**config.mk**
```make
export PLATFORM = sky130hd
export DESIGN_NAME = regulator_control_registers
export DESIGN_NICKNAME = d
export VERILOG_FILES = /design/src/design/regctl_pkg.sv /design/src/design/regulator_control_registers.sv /design/src/design/voltage_select_pin_sync.sv
export VERILOG_INCLUDE_DIRS = /design/src /design/src/design
export SDC_FILE = /design/constraint.sdc
export NUM_CORES = 1
export LEC_CHECK = 0
export BUFFER_PORTS_ARGS = -buffer_cell sky130_fd_sc_hd__buf_2
export CAP_MARGIN = 20
export CELL_PAD_IN_SITES_DETAIL_PLACEMENT = 1
export CELL_PAD_IN_SITES_GLOBAL_PLACEMENT = 1
export CORE_AREA = 3 3 102 94
export DETAILED_ROUTE_END_ITERATION = 12
export DIE_AREA = 0 0 105 97
export MAX_ROUTING_LAYER = met4
export PLACE_DENSITY = 0.93
export SLEW_MARGIN = 10
export SYNTH_ARGS = -nofsm -noshare
export SYNTH_HDL_FRONTEND = slang
export SYNTH_SLANG_ARGS = --single-unit
```
**constraint.sdc**
```tcl
create_clock -name clk -period 3.65 [get_ports clk]
set_input_delay 0.5475 -clock clk [delete_from_list [all_inputs] [get_ports clk]]
set_output_delay 0.5475 -clock clk [all_outputs]
set_load 0.005 [all_outputs]
```
**src/design/regctl_defines.svh**
```systemverilog
/*
  constants of the regulator control register bank: offsets, field positions, reset values.
  assumes inclusion by bare name from design files.
*/
`ifndef REGCTL_DEFINES_SVH
`define REGCTL_DEFINES_SVH

`define OFS_BUCK2_VOUT_HIGH 8'h31
`define OFS_BUCK2_CONTROL 8'h32
`define OFS_BUCK3_VOUT_LOW 8'h40
`define OFS_BUCK3_VOUT_HIGH 8'h41
`define OFS_BUCK3_CONTROL 8'h42
`define OFS_LDO4_VOUT 8'h50
`define OFS_LDO4_CONTROL 8'h51

`define BIT_ENABLE 7
`define BIT_PHASE 6
`define BIT_DISCHARGE 6
`define BIT_MODE 5
`define BIT_LOW_QUIESCENT 5
`define BIT_DELAY_HI 4
`define BIT_DELAY_LO 2
`define BIT_FAULT_EN 1
`define BIT_POWER_GOOD 0

`define RST_VOUT_CODE 6'h00
`define RST_CONTROL 7'h00

`endif

```
**src/design/regctl_pkg.sv**
```systemverilog
/*
  types shared by the regulator control register bank.
  assumes nothing of its surroundings.
*/
package regctl_pkg;
  typedef logic [5:0] vout_code_t;
  typedef logic [2:0] delay_code_t;
  typedef logic [7:0] reg_byte_t;
endpackage : regctl_pkg

```
**src/design/regulator_control_registers.sv**
```systemverilog
/*
  byte-wide control and status registers for buck2, buck3 and ldo4, with the
  decoded control levels driven to the analog regulators.
  assumes a serial interface front end presents byte accesses as a one-cycle
  write strobe or read strobe with an 8-bit address, synchronous to clk.
*/
// Contract
// - voltage select pin high applies the secondary six-bit voltage code.
// - voltage select pin low applies the primary six-bit voltage code.
// - control bit 7 set turns regulator on, clear turns it off.
// - buck2 control bit 6 set runs 180 degrees out of phase.
// - step-down bit 5 set forces PWM; clear allows power-saving at light load.
// - control bits 4 to 2 hold a read/write turn-on delay code.
// - control bit 1 set lets a regulator fault raise an interrupt.
// - control bit 0 reads power-good status, read-only.
// - linear regulator has one six-bit voltage code, independent of select pin.
// - ldo bit 6 set discharges output through resistor while shut down.
// - ldo bit 5 set selects low-power mode, clear normal mode.
`timescale 1ns/1ps
`include "regctl_defines.svh"
module regulator_control_registers
  import regctl_pkg::*;
(
  input wire logic clk,
  input wire logic nrst,
  input wire logic [7:0] addr,
  input wire logic [7:0] wdata,
  input wire logic wr_stb,
  input wire logic rd_stb,
  output logic [7:0] rdata,
  output logic rvalid,
  input wire logic voltage_select_pin,
  input wire logic buck2_power_good,
  input wire logic buck3_power_good,
  input wire logic ldo4_power_good,
  input wire logic buck2_fault,
  input wire logic buck3_fault,
  input wire logic ldo4_fault,
  input wire logic [5:0] buck2_primary_voltage_code,
  output logic [5:0] buck2_vout_setting,
  output logic [5:0] buck3_vout_setting,
  output logic [5:0] ldo4_vout_setting,
  output logic buck2_enable,
  output logic buck3_enable,
  output logic ldo4_enable,
  output logic buck2_phase_shift,
  output logic buck2_forced_pwm,
  output logic buck3_forced_pwm,
  output logic ldo4_discharge,
  output logic ldo4_low_quiescent_mode,
  output logic [2:0] buck2_delay_code,
  output logic [2:0] buck3_delay_code,
  output logic [2:0] ldo4_delay_code,
  output logic fault_irq
);

  ////////////////////////////////////////////////////////////////////////////
  // synchronisers for pins
  logic select_s;
  logic [2:0] pg_s;
  logic [2:0] flt_s;

  select_pin_sync u_select (
    .clk(clk),
    .nrst(nrst),
    .pin_in(voltage_select_pin),
    .pin_sync(select_s)
  );

  logic [5:0] pin_meta_r;
  logic [5:0] pin_sync_r;
  always_ff @(posedge clk) begin
    if (!nrst) begin
      pin_meta_r <= 6'h00;
      pin_sync_r <= 6'h00;
    end else begin
      pin_meta_r <= {ldo4_fault, buck3_fault, buck2_fault, ldo4_power_good, buck3_power_good, buck2_power_good};
      pin_sync_r <= pin_meta_r;
    end
  end
  assign pg_s = pin_sync_r[2:0];
  assign flt_s = pin_sync_r[5:3];

  ////////////////////////////////////////////////////////////////////////////
  // register storage
  vout_code_t buck2_high_r;
  vout_code_t buck3_low_r;
  vout_code_t buck3_high_r;
  vout_code_t ldo4_code_r;
  logic [6:0] buck2_ctl_r;
  logic [6:0] buck3_ctl_r;
  logic [6:0] ldo4_ctl_r;

  function automatic logic hit(input logic [7:0] a, input logic [7:0] ofs);
    hit = (a == ofs);
  endfunction : hit

  // one write strobe per register keeps each store a plain enable
  logic wr_buck2_high;
  logic wr_buck2_ctl;
  logic wr_buck3_low;
  logic wr_buck3_high;
  logic wr_buck3_ctl;
  logic wr_ldo4_code;
  logic wr_ldo4_ctl;

  assign wr_buck2_high = wr_stb & hit(addr, `OFS_BUCK2_VOUT_HIGH);
  assign wr_buck2_ctl = wr_stb & hit(addr, `OFS_BUCK2_CONTROL);
  assign wr_buck3_low = wr_stb & hit(addr, `OFS_BUCK3_VOUT_LOW);
  assign wr_buck3_high = wr_stb & hit(addr, `OFS_BUCK3_VOUT_HIGH);
  assign wr_buck3_ctl = wr_stb & hit(addr, `OFS_BUCK3_CONTROL);
  assign wr_ldo4_code = wr_stb & hit(addr, `OFS_LDO4_VOUT);
  assign wr_ldo4_ctl = wr_stb & hit(addr, `OFS_LDO4_CONTROL);

  always_ff @(posedge clk) begin
    if (!nrst) begin
      buck2_high_r <= `RST_VOUT_CODE;
      buck3_low_r <= `RST_VOUT_CODE;
      buck3_high_r <= `RST_VOUT_CODE;
      ldo4_code_r <= `RST_VOUT_CODE;
    end else begin
      if (wr_buck2_high) buck2_high_r <= wdata[5:0];
      if (wr_buck3_low) buck3_low_r <= wdata[5:0];
      if (wr_buck3_high) buck3_high_r <= wdata[5:0];
      if (wr_ldo4_code) ldo4_code_r <= wdata[5:0];
    end
  end

  // control bits 7..1 stored, except buck3 bit 6 which is written as zero; bit 0 is status only
  always_ff @(posedge clk) begin
    if (!nrst) begin
      buck2_ctl_r <= `RST_CONTROL;
      buck3_ctl_r <= `RST_CONTROL;
      ldo4_ctl_r <= `RST_CONTROL;
    end else begin
      if (wr_buck2_ctl) buck2_ctl_r <= wdata[7:1];
      if (wr_buck3_ctl) buck3_ctl_r <= {wdata[7], 1'b0, wdata[5:1]};
      if (wr_ldo4_ctl) ldo4_ctl_r <= wdata[7:1];
    end
  end

  ////////////////////////////////////////////////////////////////////////////
  // read path
  function automatic reg_byte_t code_byte(input vout_code_t c);
    code_byte = {2'h0, c};
  endfunction : code_byte

  // status bit 0 is spliced in live; the stored part holds bits 7..1
  function automatic reg_byte_t ctl_byte(input logic [6:0] c, input logic pg);
    ctl_byte = {c, pg};
  endfunction : ctl_byte

  reg_byte_t rdata_nxt;
  always_comb begin
    rdata_nxt = 8'h00;
    case (addr)
      `OFS_BUCK2_VOUT_HIGH: rdata_nxt = code_byte(buck2_high_r);
      `OFS_BUCK2_CONTROL: rdata_nxt = ctl_byte(buck2_ctl_r, pg_s[0]);
      `OFS_BUCK3_VOUT_LOW: rdata_nxt = code_byte(buck3_low_r);
      `OFS_BUCK3_VOUT_HIGH: rdata_nxt = code_byte(buck3_high_r);
      `OFS_BUCK3_CONTROL: rdata_nxt = ctl_byte(buck3_ctl_r, pg_s[1]);
      `OFS_LDO4_VOUT: rdata_nxt = code_byte(ldo4_code_r);
      `OFS_LDO4_CONTROL: rdata_nxt = ctl_byte(ldo4_ctl_r, pg_s[2]);
      default: rdata_nxt = 8'h00;
    endcase
  end

  always_ff @(posedge clk) begin
    if (!nrst) begin
      rdata <= 8'h00;
      rvalid <= 1'b0;
    end else begin
      rvalid <= rd_stb;
      if (rd_stb) rdata <= rdata_nxt;
    end
  end

  ////////////////////////////////////////////////////////////////////////////
  // control outputs
  always_ff @(posedge clk) begin
    if (!nrst) begin
      buck2_vout_setting <= `RST_VOUT_CODE;
      buck3_vout_setting <= `RST_VOUT_CODE;
      ldo4_vout_setting <= `RST_VOUT_CODE;
    end else begin
      buck2_vout_setting <= select_s ? buck2_high_r : buck2_primary_voltage_code;
      buck3_vout_setting <= select_s ? buck3_high_r : buck3_low_r;
      ldo4_vout_setting <= ldo4_code_r;
    end
  end

  always_ff @(posedge clk) begin
    if (!nrst) begin
      buck2_enable <= 1'b0;
      buck3_enable <= 1'b0;
      ldo4_enable <= 1'b0;
      buck2_phase_shift <= 1'b0;
      buck2_forced_pwm <= 1'b0;
      buck3_forced_pwm <= 1'b0;
      ldo4_discharge <= 1'b0;
      ldo4_low_quiescent_mode <= 1'b0;
      buck2_delay_code <= 3'h0;
      buck3_delay_code <= 3'h0;
      ldo4_delay_code <= 3'h0;
    end else begin
      buck2_enable <= buck2_ctl_r[`BIT_ENABLE-1];
      buck3_enable <= buck3_ctl_r[`BIT_ENABLE-1];
      ldo4_enable <= ldo4_ctl_r[`BIT_ENABLE-1];
      buck2_phase_shift <= buck2_ctl_r[`BIT_PHASE-1];
      buck2_forced_pwm <= buck2_ctl_r[`BIT_MODE-1];
      buck3_forced_pwm <= buck3_ctl_r[`BIT_MODE-1];
      ldo4_discharge <= ldo4_ctl_r[`BIT_DISCHARGE-1] & ~ldo4_ctl_r[`BIT_ENABLE-1];
      ldo4_low_quiescent_mode <= ldo4_ctl_r[`BIT_LOW_QUIESCENT-1];
      buck2_delay_code <= buck2_ctl_r[`BIT_DELAY_HI-1:`BIT_DELAY_LO-1];
      buck3_delay_code <= buck3_ctl_r[`BIT_DELAY_HI-1:`BIT_DELAY_LO-1];
      ldo4_delay_code <= ldo4_ctl_r[`BIT_DELAY_HI-1:`BIT_DELAY_LO-1];
    end
  end

  // fault interrupt gated per regulator
  always_ff @(posedge clk) begin
    if (!nrst) begin
      fault_irq <= 1'b0;
    end else begin
      fault_irq <= (flt_s[0] & buck2_ctl_r[`BIT_FAULT_EN-1]) |
                   (flt_s[1] & buck3_ctl_r[`BIT_FAULT_EN-1]) |
                   (flt_s[2] & ldo4_ctl_r[`BIT_FAULT_EN-1]);
    end
  end

endmodule : regulator_control_registers

```
**src/design/voltage_select_pin_sync.sv**
```systemverilog
/*
  two flip-flop synchroniser for the external voltage select pin.
  assumes the pin is asynchronous to clk.
*/
`timescale 1ns/1ps
module select_pin_sync (
  input wire logic clk,
  input wire logic nrst,
  input wire logic pin_in,
  output logic pin_sync
);
  logic meta_r;

  always_ff @(posedge clk) begin
    if (!nrst) begin
      meta_r <= 1'b0;
      pin_sync <= 1'b0;
    end else begin
      meta_r <= pin_in;
      pin_sync <= meta_r;
    end
  end
endmodule : select_pin_sync

```
==> results.toml <==
[setup_path]
crit_cells = 5
critPathCaptureType = "flop"
worstRegToRegCells = 4
arrival_ps = 2220
critical-path-top-delay-family = "simple AND/OR/NAND/NOR gates"
path_buf_inv = 1
worstSetupStartpointType = "input port"
cp_max_fo = 11
max_stage_delay_ps = 580
worstPathCellList = "buf_2 -> nor4b_2 -> nand4_1 -> mux2i_1 -> nor2_1"
crit_slowest_cell = "nor4b_2"
path_class = "input port to flop"
crit_required_ps = 3890

[floorplanning]
die_w_um = 105
die_h_um = 97
initial_core_util_pct = 45.1
core.rowCount = 32
dieArea_sq_mm = 0.0102
core_area_sq_mm = 0.00857
pin_count = 78

[power_and_ir_drop]
power.density_mw_per_mm2 = 449
pwr-share-clk_pct = 38.9
p_int_uw = 1580
sequentialPowerShare_pct = 56.1
power_uw = 2040
switching_share_pct = 22.6
max-vdd-ir-drop_v = 0.000239
combPwrFrac_pct = 5.0
p_leak_uw = 0.00204
switchingPower_uw = 459

[clock_tree]
cts_tree = "built"
cts_buffer_depth = 2
clk_latency_ps = 370
ctsResizeCount = 0
clock-root-buffer = "clkbuf_8"
cts.clk_slew.worst_paths_ps = 90
clock_sinks = 103
cts_made_buffers = 9
postCtsSetupRepairBufs = 0
ctsHoldBuffers = 0
htree_levels = 3

[grt]
first_global_vias = 3246
grt_first_pass_wirelength_um = 16900
antenna_found_initial = 0
overflow = 0
track_usage_pct = 21.7
grt_max_degree = 59

[route]
drc = 0
ant_nets = 0
wl_um = 10500
post_drt_wl_per_cell_um = 18.2
drt-initial-drc-count = 190
via_per_inst = 5.34
dr.pass1.iters = 4
dr_total_vias = 3094

[synth]
synth_edf_count = 0
async_reset_ff_share_pct = 0
ys.flop_type = "dfxtp_1"
yosys_warnings = 0
synthCells = 387
syn_area_per_cell_sq_um = 9.98
seq_area_frac_synth_pct = 53.4
yosysUniqueCellTypes = 43
synth.ff_latch_count = 103
synthesis.area_sq_mm = 0.00386
synth_nets = 420

[final_layout]
area_growth_pct = 17.4
register_area_sq_mm = 0.00206
reg_top3 = "rdata: 8 flops, buck2_ctl_r: 7 flops, ldo4_ctl_r: 7 flops"
fill_cells = 1006
final_nets = 487
largest_register = "rdata"
largest_reg_flops = 8
layout-drive-gt1-share_pct = 22.4
multi_input_area_sq_mm = 0.00170

[timing]
final-setup-viol-count = 0
rsz0062_at_grt = "no"
fin_crit_sh_pct = 54.5
finalClockSkew_ps = 14.5
finalMaxSlewViolations = 0
tns_ps = 0
fmax_mhz = 503
tightest_slew_ps = 741
hold_viol = 0
slew_headroom_pct = 50.5
period_needed_ps = 1990

[hold_path]
hold_depth = 2
worst_hold_path_type = "input port to flop"

[flow_run]
maxCapViolations = 0

[outcome]
outcome = "finished, final reports clean"

[placement]
port-buffer-count = 77
hpwl_um = 7740
gp_congestion = 0.988
through the flow:
step                      setup slack [ps]  hold WS (ps)  cells  utilization (%)  instance area, sq um
after global placement                1370           417    562             50.3                  4310
after floorplan                       1730           412    387                -                  3860
after CTS                             1700           369    578             52.9                  4530
after global routing                  1590           381    578             52.9                  4530
final                                 1660           382    579             52.9                  4540
after detailed placement              1320           425    562             50.3                  4310
power groups by stage:
stage                     combinational, uW  clock (uW)  sequential, uW
final                                   102         791            1140
after detailed placement                102           0            1170
after global placement                 97.9           0            1170
after floorplan                        57.8           0            1170
after global routing                    113         853            1140
after CTS                               102         803            1140
path summary, 6_finish.rpt:
check | start | to | slack [ps]
setup / recovery | addr[5] | buck3_ctl_r[0] | 1660
hold / removal | buck2_fault | pin_meta_r[3] | 380
hold reg to reg | pin_meta_r[4] | pin_sync_r[4] | 440
setup reg to reg | ldo4_ctl_r[3] | rdata[4] | 2280
layout make-up:
cell class / count / share of cell area [%]
clock inverter: 5 / 1.79
sequential: 103 / 45.5
tap: 119 / 3.28
timing repair buffer: 79 / 8.83
clock buffer: 11 / 3.12
multi-input combinational: 260 / 37.4
inverter: 1 / 0.0828
antenna: 1 / 0.0552
layout by cell type (no fill, tap or decap), types with 2 or more instances in the layout:
cell	count
a211oi_1	3
a221oi_1	3
nand3b_1	6
dfxtp_1	103
a21oi_1	17
bufinv_16	2
buf_2	77
nand2b_1	2
and2b_1	2
o211ai_1	3
nand4_1	2
nor2_1	56
buf_4	2
mux2i_1	46
nor3_1	2
nand2_1	23
a22o_1	9
clkbuf_8	10
and2_1	38
o22ai_1	2
a221o_1	2
nor3_4	2
nand3_1	16
a22oi_1	8
cell families (layout without fill, tap and decap cells):
group	count (synthesis)	in the layout	share of synthesized area, %
other	0	1	0
multiplexers	46	46	11.9
flip-flops	103	103	53.4
AO/OA/AOI/OAI	53	53	9.97
AND/OR/NAND/NOR	161	161	22.0
buffers and inverters	24	96	2.75
metal layers:
metal / part of all wire [%] / track usage, % / vias up / wire length [um]
li1: - / - / 1481 / -
met1: 43 / 26.7 / 1495 / 4490
met2: 49 / 34.9 / 102 / 5200
met3: 6.2 / 5.00 / 16 / 654
met4: 1.8 / 7.67 / 0 / 191
met5: 0 / - / - / 0
synthesized netlist by cell type, types with 6 or more instances:
| library cell | n | area share [%] |
|---|---|---|
| mux2i_1 | 46 | 12 |
| a22oi_1 | 8 | 1.6 |
| nand3b_1 | 6 | 1.2 |
| nand3_1 | 16 | 2.1 |
| a22o_1 | 9 | 2.0 |
| dfxtp_1 | 103 | 53 |
| and2_1 | 38 | 6.2 |
| clkbuf_1 | 12 | 1.2 |
| a21oi_1 | 17 | 2.2 |
| nand2_1 | 23 | 2.2 |
| buf_2 | 7 | 0.91 |
| nor2_1 | 56 | 5.4 |
Power figures use the tool's default switching activity.
